### src/design/uctt_map.vh
// Register map, fields and reset values of the counter/timer block.
// Assumes an 8-bit register port with a 4-bit address.
`ifndef UCTT_MAP_VH
`define UCTT_MAP_VH

`define UCTT_ADDR_W 4
`define UCTT_DATA_W 8

// Write offsets
`define UCTT_OFF_CSR_A 4'h1
`define UCTT_OFF_CMD_A 4'h2
`define UCTT_OFF_AUX 4'h4
`define UCTT_OFF_MASK 4'h5
`define UCTT_OFF_PRE_HI 4'h6
`define UCTT_OFF_PRE_LO 4'h7
`define UCTT_OFF_CSR_B 4'h9
`define UCTT_OFF_CMD_B 4'ha

// Read offsets
`define UCTT_OFF_STATUS 4'h5
`define UCTT_OFF_CNT_HI 4'h6
`define UCTT_OFF_CNT_LO 4'h7
`define UCTT_OFF_START 4'he
`define UCTT_OFF_STOP 4'hf

// Fields
`define UCTT_READY_BIT 3
`define UCTT_AUX_TIMER_BIT 6
`define UCTT_AUX_SRC_HI 5
`define UCTT_AUX_SRC_LO 4
`define UCTT_CMD_HI 7
`define UCTT_CMD_LO 4
`define UCTT_CMD_TO_ON 4'ha
`define UCTT_CMD_TO_OFF 4'hc
`define UCTT_CSR_CT 4'hd

// Clock sources
`define UCTT_SRC_EXT 2'h0
`define UCTT_SRC_SYS 2'h1
`define UCTT_SRC_SYS16 2'h2
`define UCTT_SRC_EXT16 2'h3

// Reset values
`define UCTT_RST_BYTE 8'h00
`define UCTT_RST_CNT 16'h0000
`define UCTT_RST_DIV 4'h0

`endif

### src/design/uctt_top.v
// Counter/timer with timer, counter and receive time-out modes.
// Assumes synchronous inputs and a host that never strobes rd and wr together.

`include "uctt_map.vh"
`timescale 1ns/1ps
`default_nettype none

module uctt_top (
  input wire clk,
  input wire rstn,
  input wire [3:0] addr,
  input wire [7:0] wdata,
  input wire wr,
  input wire rd,
  output reg [7:0] rdata,
  input wire ext_clk_in,
  input wire rx_load_a,
  input wire rx_load_b,
  input wire [7:0] other_irq,
  output reg ct_out,
  output reg [1:0] ct_rx_clk,
  output reg [1:0] ct_tx_clk,
  output reg interrupt_out_n
);

  // ==========================================================
  // Decode
  // ==========================================================
  function hit;
    input [3:0] a;
    input [3:0] off;
    begin
      hit = (a == off);
    end
  endfunction

  localparam [3:0] TO_IDLE = 4'b0001;
  localparam [3:0] TO_HOLD = 4'b0010;
  localparam [3:0] TO_WAIT = 4'b0100;
  localparam [3:0] TO_RUN = 4'b1000;

  reg [7:0] preset_low_byte;
  reg [7:0] preset_high_byte;
  reg [7:0] auxiliary_control_reg;
  reg [7:0] interrupt_mask_reg;
  reg [7:0] clock_select_a;
  reg [7:0] clock_select_b;
  reg to_en_a;
  reg to_en_b;
  reg [15:0] count;
  reg running;
  reg counter_ready_flag;
  reg [3:0] to_state;
  reg ext_q;
  reg [3:0] div;

  wire [15:0] preset = {preset_high_byte, preset_low_byte};
  wire [1:0] src = auxiliary_control_reg[`UCTT_AUX_SRC_HI:`UCTT_AUX_SRC_LO];
  wire timer_sel = auxiliary_control_reg[`UCTT_AUX_TIMER_BIT];
  wire to_mode = to_en_a | to_en_b;
  wire ext_rise = ext_clk_in & ~ext_q;

  wire wr_cmd_a = wr & hit(addr, `UCTT_OFF_CMD_A);
  wire wr_cmd_b = wr & hit(addr, `UCTT_OFF_CMD_B);
  wire [3:0] code = wdata[`UCTT_CMD_HI:`UCTT_CMD_LO];
  wire to_on = (wr_cmd_a | wr_cmd_b) & (code == `UCTT_CMD_TO_ON);
  wire start_cmd = rd & hit(addr, `UCTT_OFF_START) & ~to_mode;
  wire stop_cmd = rd & hit(addr, `UCTT_OFF_STOP) & ~to_mode;

  // Either enabled receiver restarts the one shared counter
  wire rx_event = (rx_load_a & to_en_a) | (rx_load_b & to_en_b);

  // ==========================================================
  // Tick source
  // ==========================================================
  // Prescaled sources divide by 16 to reach slow time-outs
  reg tick;
  always @* begin
    case (src)
      `UCTT_SRC_EXT: tick = ext_rise;
      `UCTT_SRC_SYS: tick = 1'b1;
      `UCTT_SRC_SYS16: tick = (div == 4'hf);
      `UCTT_SRC_EXT16: tick = ext_rise & (div == 4'hf);
      default: tick = 1'b0;
    endcase
  end

  always @(posedge clk or negedge rstn) begin
    if (!rstn) begin
      ext_q <= 1'b0;
      div <= `UCTT_RST_DIV;
    end else begin
      ext_q <= ext_clk_in;
      if (src == `UCTT_SRC_SYS16 || (src == `UCTT_SRC_EXT16 && ext_rise)) begin
        div <= div + 4'h1;
      end
    end
  end

  // ==========================================================
  // Registers written by software
  // ==========================================================
  always @(posedge clk or negedge rstn) begin
    if (!rstn) begin
      preset_low_byte <= `UCTT_RST_BYTE;
      preset_high_byte <= `UCTT_RST_BYTE;
      auxiliary_control_reg <= `UCTT_RST_BYTE;
      interrupt_mask_reg <= `UCTT_RST_BYTE;
      clock_select_a <= `UCTT_RST_BYTE;
      clock_select_b <= `UCTT_RST_BYTE;
      to_en_a <= 1'b0;
      to_en_b <= 1'b0;
    end else begin
      if (wr && hit(addr, `UCTT_OFF_PRE_LO)) begin
        preset_low_byte <= wdata;
      end
      if (wr && hit(addr, `UCTT_OFF_PRE_HI)) begin
        preset_high_byte <= wdata;
      end
      if (wr && hit(addr, `UCTT_OFF_AUX)) begin
        auxiliary_control_reg <= wdata;
      end
      if (wr && hit(addr, `UCTT_OFF_MASK)) begin
        interrupt_mask_reg <= wdata;
      end
      if (wr && hit(addr, `UCTT_OFF_CSR_A)) begin
        clock_select_a <= wdata;
      end
      if (wr && hit(addr, `UCTT_OFF_CSR_B)) begin
        clock_select_b <= wdata;
      end
      if (wr_cmd_a && code == `UCTT_CMD_TO_ON) begin
        to_en_a <= 1'b1;
      end else if (wr_cmd_a && code == `UCTT_CMD_TO_OFF) begin
        to_en_a <= 1'b0;
      end
      if (wr_cmd_b && code == `UCTT_CMD_TO_ON) begin
        to_en_b <= 1'b1;
      end else if (wr_cmd_b && code == `UCTT_CMD_TO_OFF) begin
        to_en_b <= 1'b0;
      end
    end
  end

  // ==========================================================
  // Counter core
  // ==========================================================
  // Set paths come last so a timer-mode expiry beats a stop clear in the same cycle
  always @(posedge clk or negedge rstn) begin
    if (!rstn) begin
      count <= `UCTT_RST_CNT;
      running <= 1'b0;
      counter_ready_flag <= 1'b0;
      ct_out <= 1'b1;
      to_state <= TO_IDLE;
    end else if (to_mode || to_on) begin
      // The enable lands with this edge, so the on command itself must clear the flag and go to TO_IDLE
      if (to_on || rx_event) begin
        counter_ready_flag <= 1'b0;
      end
      if (rx_event) begin
        to_state <= TO_HOLD;
      end else if (to_on) begin
        to_state <= TO_IDLE;
      end else if (tick) begin
        case (to_state)
          TO_IDLE: to_state <= TO_IDLE;
          TO_HOLD: begin
            count <= preset;
            to_state <= TO_WAIT;
          end
          TO_WAIT: to_state <= TO_RUN;
          TO_RUN: begin
            count <= count - 16'h0001;
            if (count == 16'h0001) begin
              counter_ready_flag <= 1'b1;
              to_state <= TO_IDLE;
            end
          end
          default: to_state <= TO_IDLE;
        endcase
      end
      running <= 1'b0;
      ct_out <= 1'b1;
    end else begin
      to_state <= TO_IDLE;
      if (stop_cmd) begin
        counter_ready_flag <= 1'b0;
        if (!timer_sel) begin
          running <= 1'b0;
          ct_out <= 1'b1;
        end
      end
      if (start_cmd) begin
        count <= preset;
        running <= 1'b1;
        ct_out <= 1'b1;
      end else if (running && tick && timer_sel) begin
        // Timer keeps running through a stop command
        if (count <= 16'h0001) begin
          count <= preset;
          ct_out <= ~ct_out;
          if (ct_out) begin
            counter_ready_flag <= 1'b1;
          end
        end else begin
          count <= count - 16'h0001;
        end
      end else if (running && tick && !stop_cmd) begin
        count <= count - 16'h0001;
        if (count == 16'h0001 && ct_out) begin
          counter_ready_flag <= 1'b1;
          ct_out <= 1'b0;
        end
      end
    end
  end

  // ==========================================================
  // Channel clocks
  // ==========================================================
  wire [7:0] clock_select_reg [0:1];
  assign clock_select_reg[0] = clock_select_a;
  assign clock_select_reg[1] = clock_select_b;

  genvar ch;
  generate
    for (ch = 0; ch < 2; ch = ch + 1) begin : g_ch
      always @(posedge clk or negedge rstn) begin
        if (!rstn) begin
          ct_rx_clk[ch] <= 1'b0;
          ct_tx_clk[ch] <= 1'b0;
        end else begin
          // Receiver and transmitter sample this as 16x clock
          ct_rx_clk[ch] <= (clock_select_reg[ch][7:4] == `UCTT_CSR_CT) & ct_out;
          ct_tx_clk[ch] <= (clock_select_reg[ch][3:0] == `UCTT_CSR_CT) & ct_out;
        end
      end
    end
  endgenerate

  // ==========================================================
  // Status, interrupt and read port
  // ==========================================================
  reg [7:0] status;
  always @* begin
    status = other_irq;
    status[`UCTT_READY_BIT] = counter_ready_flag;
  end

  always @(posedge clk or negedge rstn) begin
    if (!rstn) begin
      interrupt_out_n <= 1'b1;
      rdata <= `UCTT_RST_BYTE;
    end else begin
      interrupt_out_n <= ~|(status & interrupt_mask_reg);
      if (rd && hit(addr, `UCTT_OFF_STATUS)) begin
        rdata <= status;
      end else if (rd && hit(addr, `UCTT_OFF_CNT_HI)) begin
        rdata <= count[15:8];
      end else if (rd && hit(addr, `UCTT_OFF_CNT_LO)) begin
        rdata <= count[7:0];
      end else begin
        rdata <= `UCTT_RST_BYTE;
      end
    end
  end

endmodule // uctt_top

`default_nettype wire

### config.mk
export PLATFORM = sky130hd
export DESIGN_NAME = uctt_top
export DESIGN_NICKNAME = d
export VERILOG_FILES = /design/src/design/uctt_top.v
export VERILOG_INCLUDE_DIRS = /design/src /design/src/design
export SDC_FILE = /design/constraint.sdc
export NUM_CORES = 1
export LEC_CHECK = 0
export ABC_AREA = 1
export BUFFER_PORTS_ARGS = -buffer_cell sky130_fd_sc_hd__buf_2
export CORE_MARGIN = 4
export CORE_UTILIZATION = 40
export CTS_BUF_LIST = sky130_fd_sc_hd__clkbuf_16
export DETAILED_ROUTE_END_ITERATION = 12
export HOLD_SLACK_MARGIN = 0.12
export MAX_ROUTING_LAYER = met4
export PLACE_DENSITY = 0.67
export SLEW_MARGIN = 20
export SYNTH_ARGS = -nofsm -noshare
export SYNTH_HDL_FRONTEND = slang
export SYNTH_SLANG_ARGS = --single-unit
export TNS_END_PERCENT = 100
### constraint.sdc
create_clock -name clk -period 2.1 [get_ports clk]
set_clock_uncertainty 0.15 [all_clocks]
set_input_delay 0.315 -clock clk [delete_from_list [all_inputs] [get_ports clk]]
set_output_delay 0.315 -clock clk [all_outputs]
set_load 0.1 [all_outputs]
==> run_summary.xml <==
<?xml version="1.0" encoding="UTF-8"?>
<metrics>
  <group name="sta">
    <metric name="timing_max_transition_violations_final" unit="">0</metric>
    <metric name="max_slew_margin" unit="%">65.07</metric>
    <metric name="final_hold_viol_count" unit="">0</metric>
    <metric name="finalSetupViolCount" unit="">0</metric>
    <metric name="final.period_utilization" unit="%">95.50</metric>
    <metric name="final_period_minus_worst_setup_slack" unit="ps">2006</metric>
    <metric name="tns_setup" unit="ps">0</metric>
    <metric name="fmaxAchievable" unit="GHz">0.4986</metric>
    <metric name="max_slew.worst_pin.slew" unit="ps">518.5</metric>
  </group>
  <group name="setup_path">
    <metric name="critPathCaptureType" unit="">flop</metric>
    <metric name="worst-endpoint-arrival" unit="ps">2110</metric>
    <metric name="kind_of_launch_point_of_the_worst_setup_path" unit="">input port</metric>
    <metric name="crit_type" unit="">input port to flop</metric>
    <metric name="cp_max_fo" unit="">6</metric>
    <metric name="cp_data_required_time" unit="ps">2200</metric>
    <metric name="reg2reg_setup_slack" unit="ps">120</metric>
  </group>
  <group name="layout">
    <metric name="largest_reg_flops" unit="">16</metric>
    <metric name="top_register" unit="">count</metric>
    <metric name="multi_input_comb_area" unit="µm²">1918</metric>
    <metric name="n_fill_cell" unit="">998</metric>
    <metric name="post_layout_net_count" unit="">661</metric>
    <metric name="layout-drive-gt1-share" unit="%">22.17</metric>
    <metric name="final-seq-area" unit="µm²">2156</metric>
    <metric name="final_core_utilization" unit="%">53.22</metric>
    <metric name="area_growth" unit="%">28.60</metric>
  </group>
  <group name="grt">
    <metric name="grt.overflow.total" unit="">0</metric>
    <metric name="grt_pass1_vias" unit="">3794</metric>
    <metric name="grt_max_degree" unit="">87</metric>
    <metric name="initial_antenna_violation_count" unit="">1</metric>
    <metric name="grt_first_pass_wirelength" unit="µm">18480</metric>
    <metric name="track_usage" unit="%">19.15</metric>
  </group>
  <group name="clocking">
    <metric name="cts_max_path_buffers" unit="">2</metric>
    <metric name="clk_transition_reported_paths" unit="ps">70</metric>
    <metric name="cts-htree-levels" unit="">3</metric>
    <metric name="clock_sink_count" unit="">86</metric>
    <metric name="clock_latency_late_sink" unit="ps">340</metric>
    <metric name="cts_made_buffers" unit="">9</metric>
    <metric name="cts_tree" unit="">built</metric>
    <metric name="cts-root-buf" unit="">sky130_fd_sc_hd__clkbuf_16</metric>
  </group>
  <group name="drt">
    <metric name="ant_nets" unit="">0</metric>
    <metric name="detailroute.via_count" unit="">3857</metric>
    <metric name="drtPass1Iterations" unit="">5</metric>
    <metric name="drc" unit="">0</metric>
    <metric name="initialDrtViolationCount" unit="">246</metric>
    <metric name="drt-total-wl" unit="µm">11430</metric>
    <metric name="drt-wirelength-per-cell" unit="µm">14.78</metric>
    <metric name="number_of_vias_per_cell" unit="">4.990</metric>
  </group>
  <group name="run">
    <metric name="timing.max_cap.violations" unit="">0</metric>
  </group>
  <group name="placed_design">
    <metric name="place.port_buffers" unit="">39</metric>
    <metric name="gp_routability_congestion" unit="">0.8740</metric>
    <metric name="post-dp-hpwl" unit="µm">8145</metric>
  </group>
  <group name="synthesis">
    <metric name="synth_top_family_by_area" unit="">simple AND/OR/NAND/NOR gates</metric>
    <metric name="synthesis.nets" unit="">557</metric>
    <metric name="synthArstFlopShare" unit="%">100.0</metric>
    <metric name="synth_top_flop_cell" unit="">sky130_fd_sc_hd__dfrtp_1</metric>
    <metric name="compound_gate_fraction_of_synth_area" unit="%">9.650</metric>
    <metric name="muxShareOfSynthArea" unit="%">0.2624</metric>
    <metric name="yosys.area_share.xor_xnor" unit="%">3.265</metric>
    <metric name="synth_warnings" unit="">0</metric>
    <metric name="yosys.area_share.adder" unit="%">0.8746</metric>
    <metric name="synth-edff-count" unit="">0</metric>
    <metric name="syn-instance-count" unit="">527</metric>
    <metric name="synth-seq-cells" unit="">86</metric>
    <metric name="synth.yosys.seq_area_share" unit="%">50.23</metric>
    <metric name="syn-cell-area" unit="µm²">4292</metric>
    <metric name="synthSimpleGateAreaFrac" unit="%">28.66</metric>
    <metric name="synth.lib_cells_used.distinct" unit="">36</metric>
    <metric name="avgSynthCellArea" unit="µm²">8.143</metric>
  </group>
  <group name="die">
    <metric name="num_io_pins" unit="">41</metric>
    <metric name="row_count" unit="">37</metric>
    <metric name="core_area" unit="µm²">10370</metric>
    <metric name="start_util" unit="%">41.39</metric>
    <metric name="die_width" unit="µm">111.6</metric>
    <metric name="die_h" unit="µm">111.6</metric>
    <metric name="die-area" unit="µm²">12450</metric>
  </group>
  <group name="pwr">
    <metric name="p_per_area" unit="nW/µm²">1048</metric>
    <metric name="leakage" unit="nW">2.674</metric>
    <metric name="peakVddDrop" unit="mV">0.4870</metric>
  </group>
  <group name="min_path">
    <metric name="hold_crit_class" unit="">input port to flop</metric>
  </group>
  <group name="run_status">
    <metric name="status" unit="">finished clean</metric>
  </group>
</metrics>
[what timing repair did]
action / CTS / global route
resized for setup: 0 / 18
endpoints found under the hold margin: 99 / 0
hold buffers: 15 / 0
endpoints found under the setup margin: 0 / 16
buffers inserted: 0 / 6
[cell usage after synthesis, types with 4 or more instances]
library cell | n | share of area, %
sky130_fd_sc_hd__nor2_2 | 8 | 1.2
sky130_fd_sc_hd__nand4_1 | 8 | 1.2
sky130_fd_sc_hd__dfrtp_1 | 83 | 48
sky130_fd_sc_hd__clkbuf_1 | 5 | 0.44
sky130_fd_sc_hd__nand3_1 | 53 | 6.2
sky130_fd_sc_hd__nor3_1 | 8 | 0.93
sky130_fd_sc_hd__xnor2_1 | 4 | 0.82
sky130_fd_sc_hd__inv_1 | 62 | 5.4
sky130_fd_sc_hd__nor2_1 | 53 | 4.6
sky130_fd_sc_hd__o21ai_0 | 41 | 4.8
sky130_fd_sc_hd__xor2_1 | 12 | 2.4
sky130_fd_sc_hd__nand2_1 | 123 | 11
sky130_fd_sc_hd__a21oi_1 | 25 | 2.9
[critical path, cell delays in order]
cell and delay, ps:
sky130_fd_sc_hd__dlygate4sd3_1 600, sky130_fd_sc_hd__nor3_4 170, sky130_fd_sc_hd__nand2_2 110, sky130_fd_sc_hd__buf_4 150, sky130_fd_sc_hd__nand3_2 70, sky130_fd_sc_hd__nor2_1 80, sky130_fd_sc_hd__nor2_4 160, sky130_fd_sc_hd__buf_12 150
sky130_fd_sc_hd__buf_4 120, sky130_fd_sc_hd__nand3_1 70, sky130_fd_sc_hd__o21ai_0 80
[layout make-up]
class	instances	area share (%)
Timing Repair Buffer	103	13.78
Antenna cell	1	0.04534
Tap cell	136	3.083
Clock buffer	9	4.081
Clock inverter	7	0.9068
Inverter	62	4.285
Multi-Input combinational cell	369	34.75
Sequential cell	86	39.06
[where the power goes]
part / internal [mW] / switching (mW)
logic: 0.787 / 1.16
clock network: 0.805 / 0.680
registers: 2.07 / 0.280
[worst paths after layout]
| check | to | from | depth (start not counted) |
|---|---|---|---|
| worst max register to register | count[15] | count[0] | 12 |
| worst max-delay path | count[14] | wdata[4] | 11 |
| min in group asynchronous | clock_select_b[5] | rstn | 3 |
| max in group asynchronous | to_state[0] | rstn | 3 |
| worst min-delay path | clock_select_b[7] | wdata[7] | 3 |
| worst min register to register | ct_rx_clk[0] | clock_select_a[5] | 1 |
[per-stage QoR]
stage	area, µm²	setup slack [ps]	cells	hold WS [ps]	power [mW]
after floorplan	4292	187.6	527	-130.6	3.501
after global placement	4925	133.8	734	235.9	4.154
after detailed placement	4925	62.11	734	241.9	4.222
after CTS	5350	20.20	765	200.3	5.745
after global routing	5519	-1.362	773	239.0	6.164
final	5519	94.41	773	200.2	5.782
[layer usage]
metal,part of all wire [%],vias up,global-route usage (%)
met3,4.1,17,3.207
met4,2.0,0,7.137
li1,-,1915,-
met1,46,1848,24.97
met5,0,-,-
met2,48,77,30.20
[placed cells by master (no fill, tap or decap), drive strengths merged, types with 10 or more instances in the layout]
cell           n
xor2          12
inv           62
nand2        130
buf           87
nand3         55
dfrtp         83
dlygate4sd3   15
clkbuf        10
nor2          64
a21oi         26
o21ai         44
[logic make-up (layout without fill, tap and decap cells)]
kind of cell,count (synthesis),after routing
compound gates,78,78
flops,86,86
buf+inv,73,181
simple gates,270,271
fa+ha+maj,3,3
xor+xnor,16,16
other cells,0,1
mux,1,1
(Power assumes the default switching activity.)
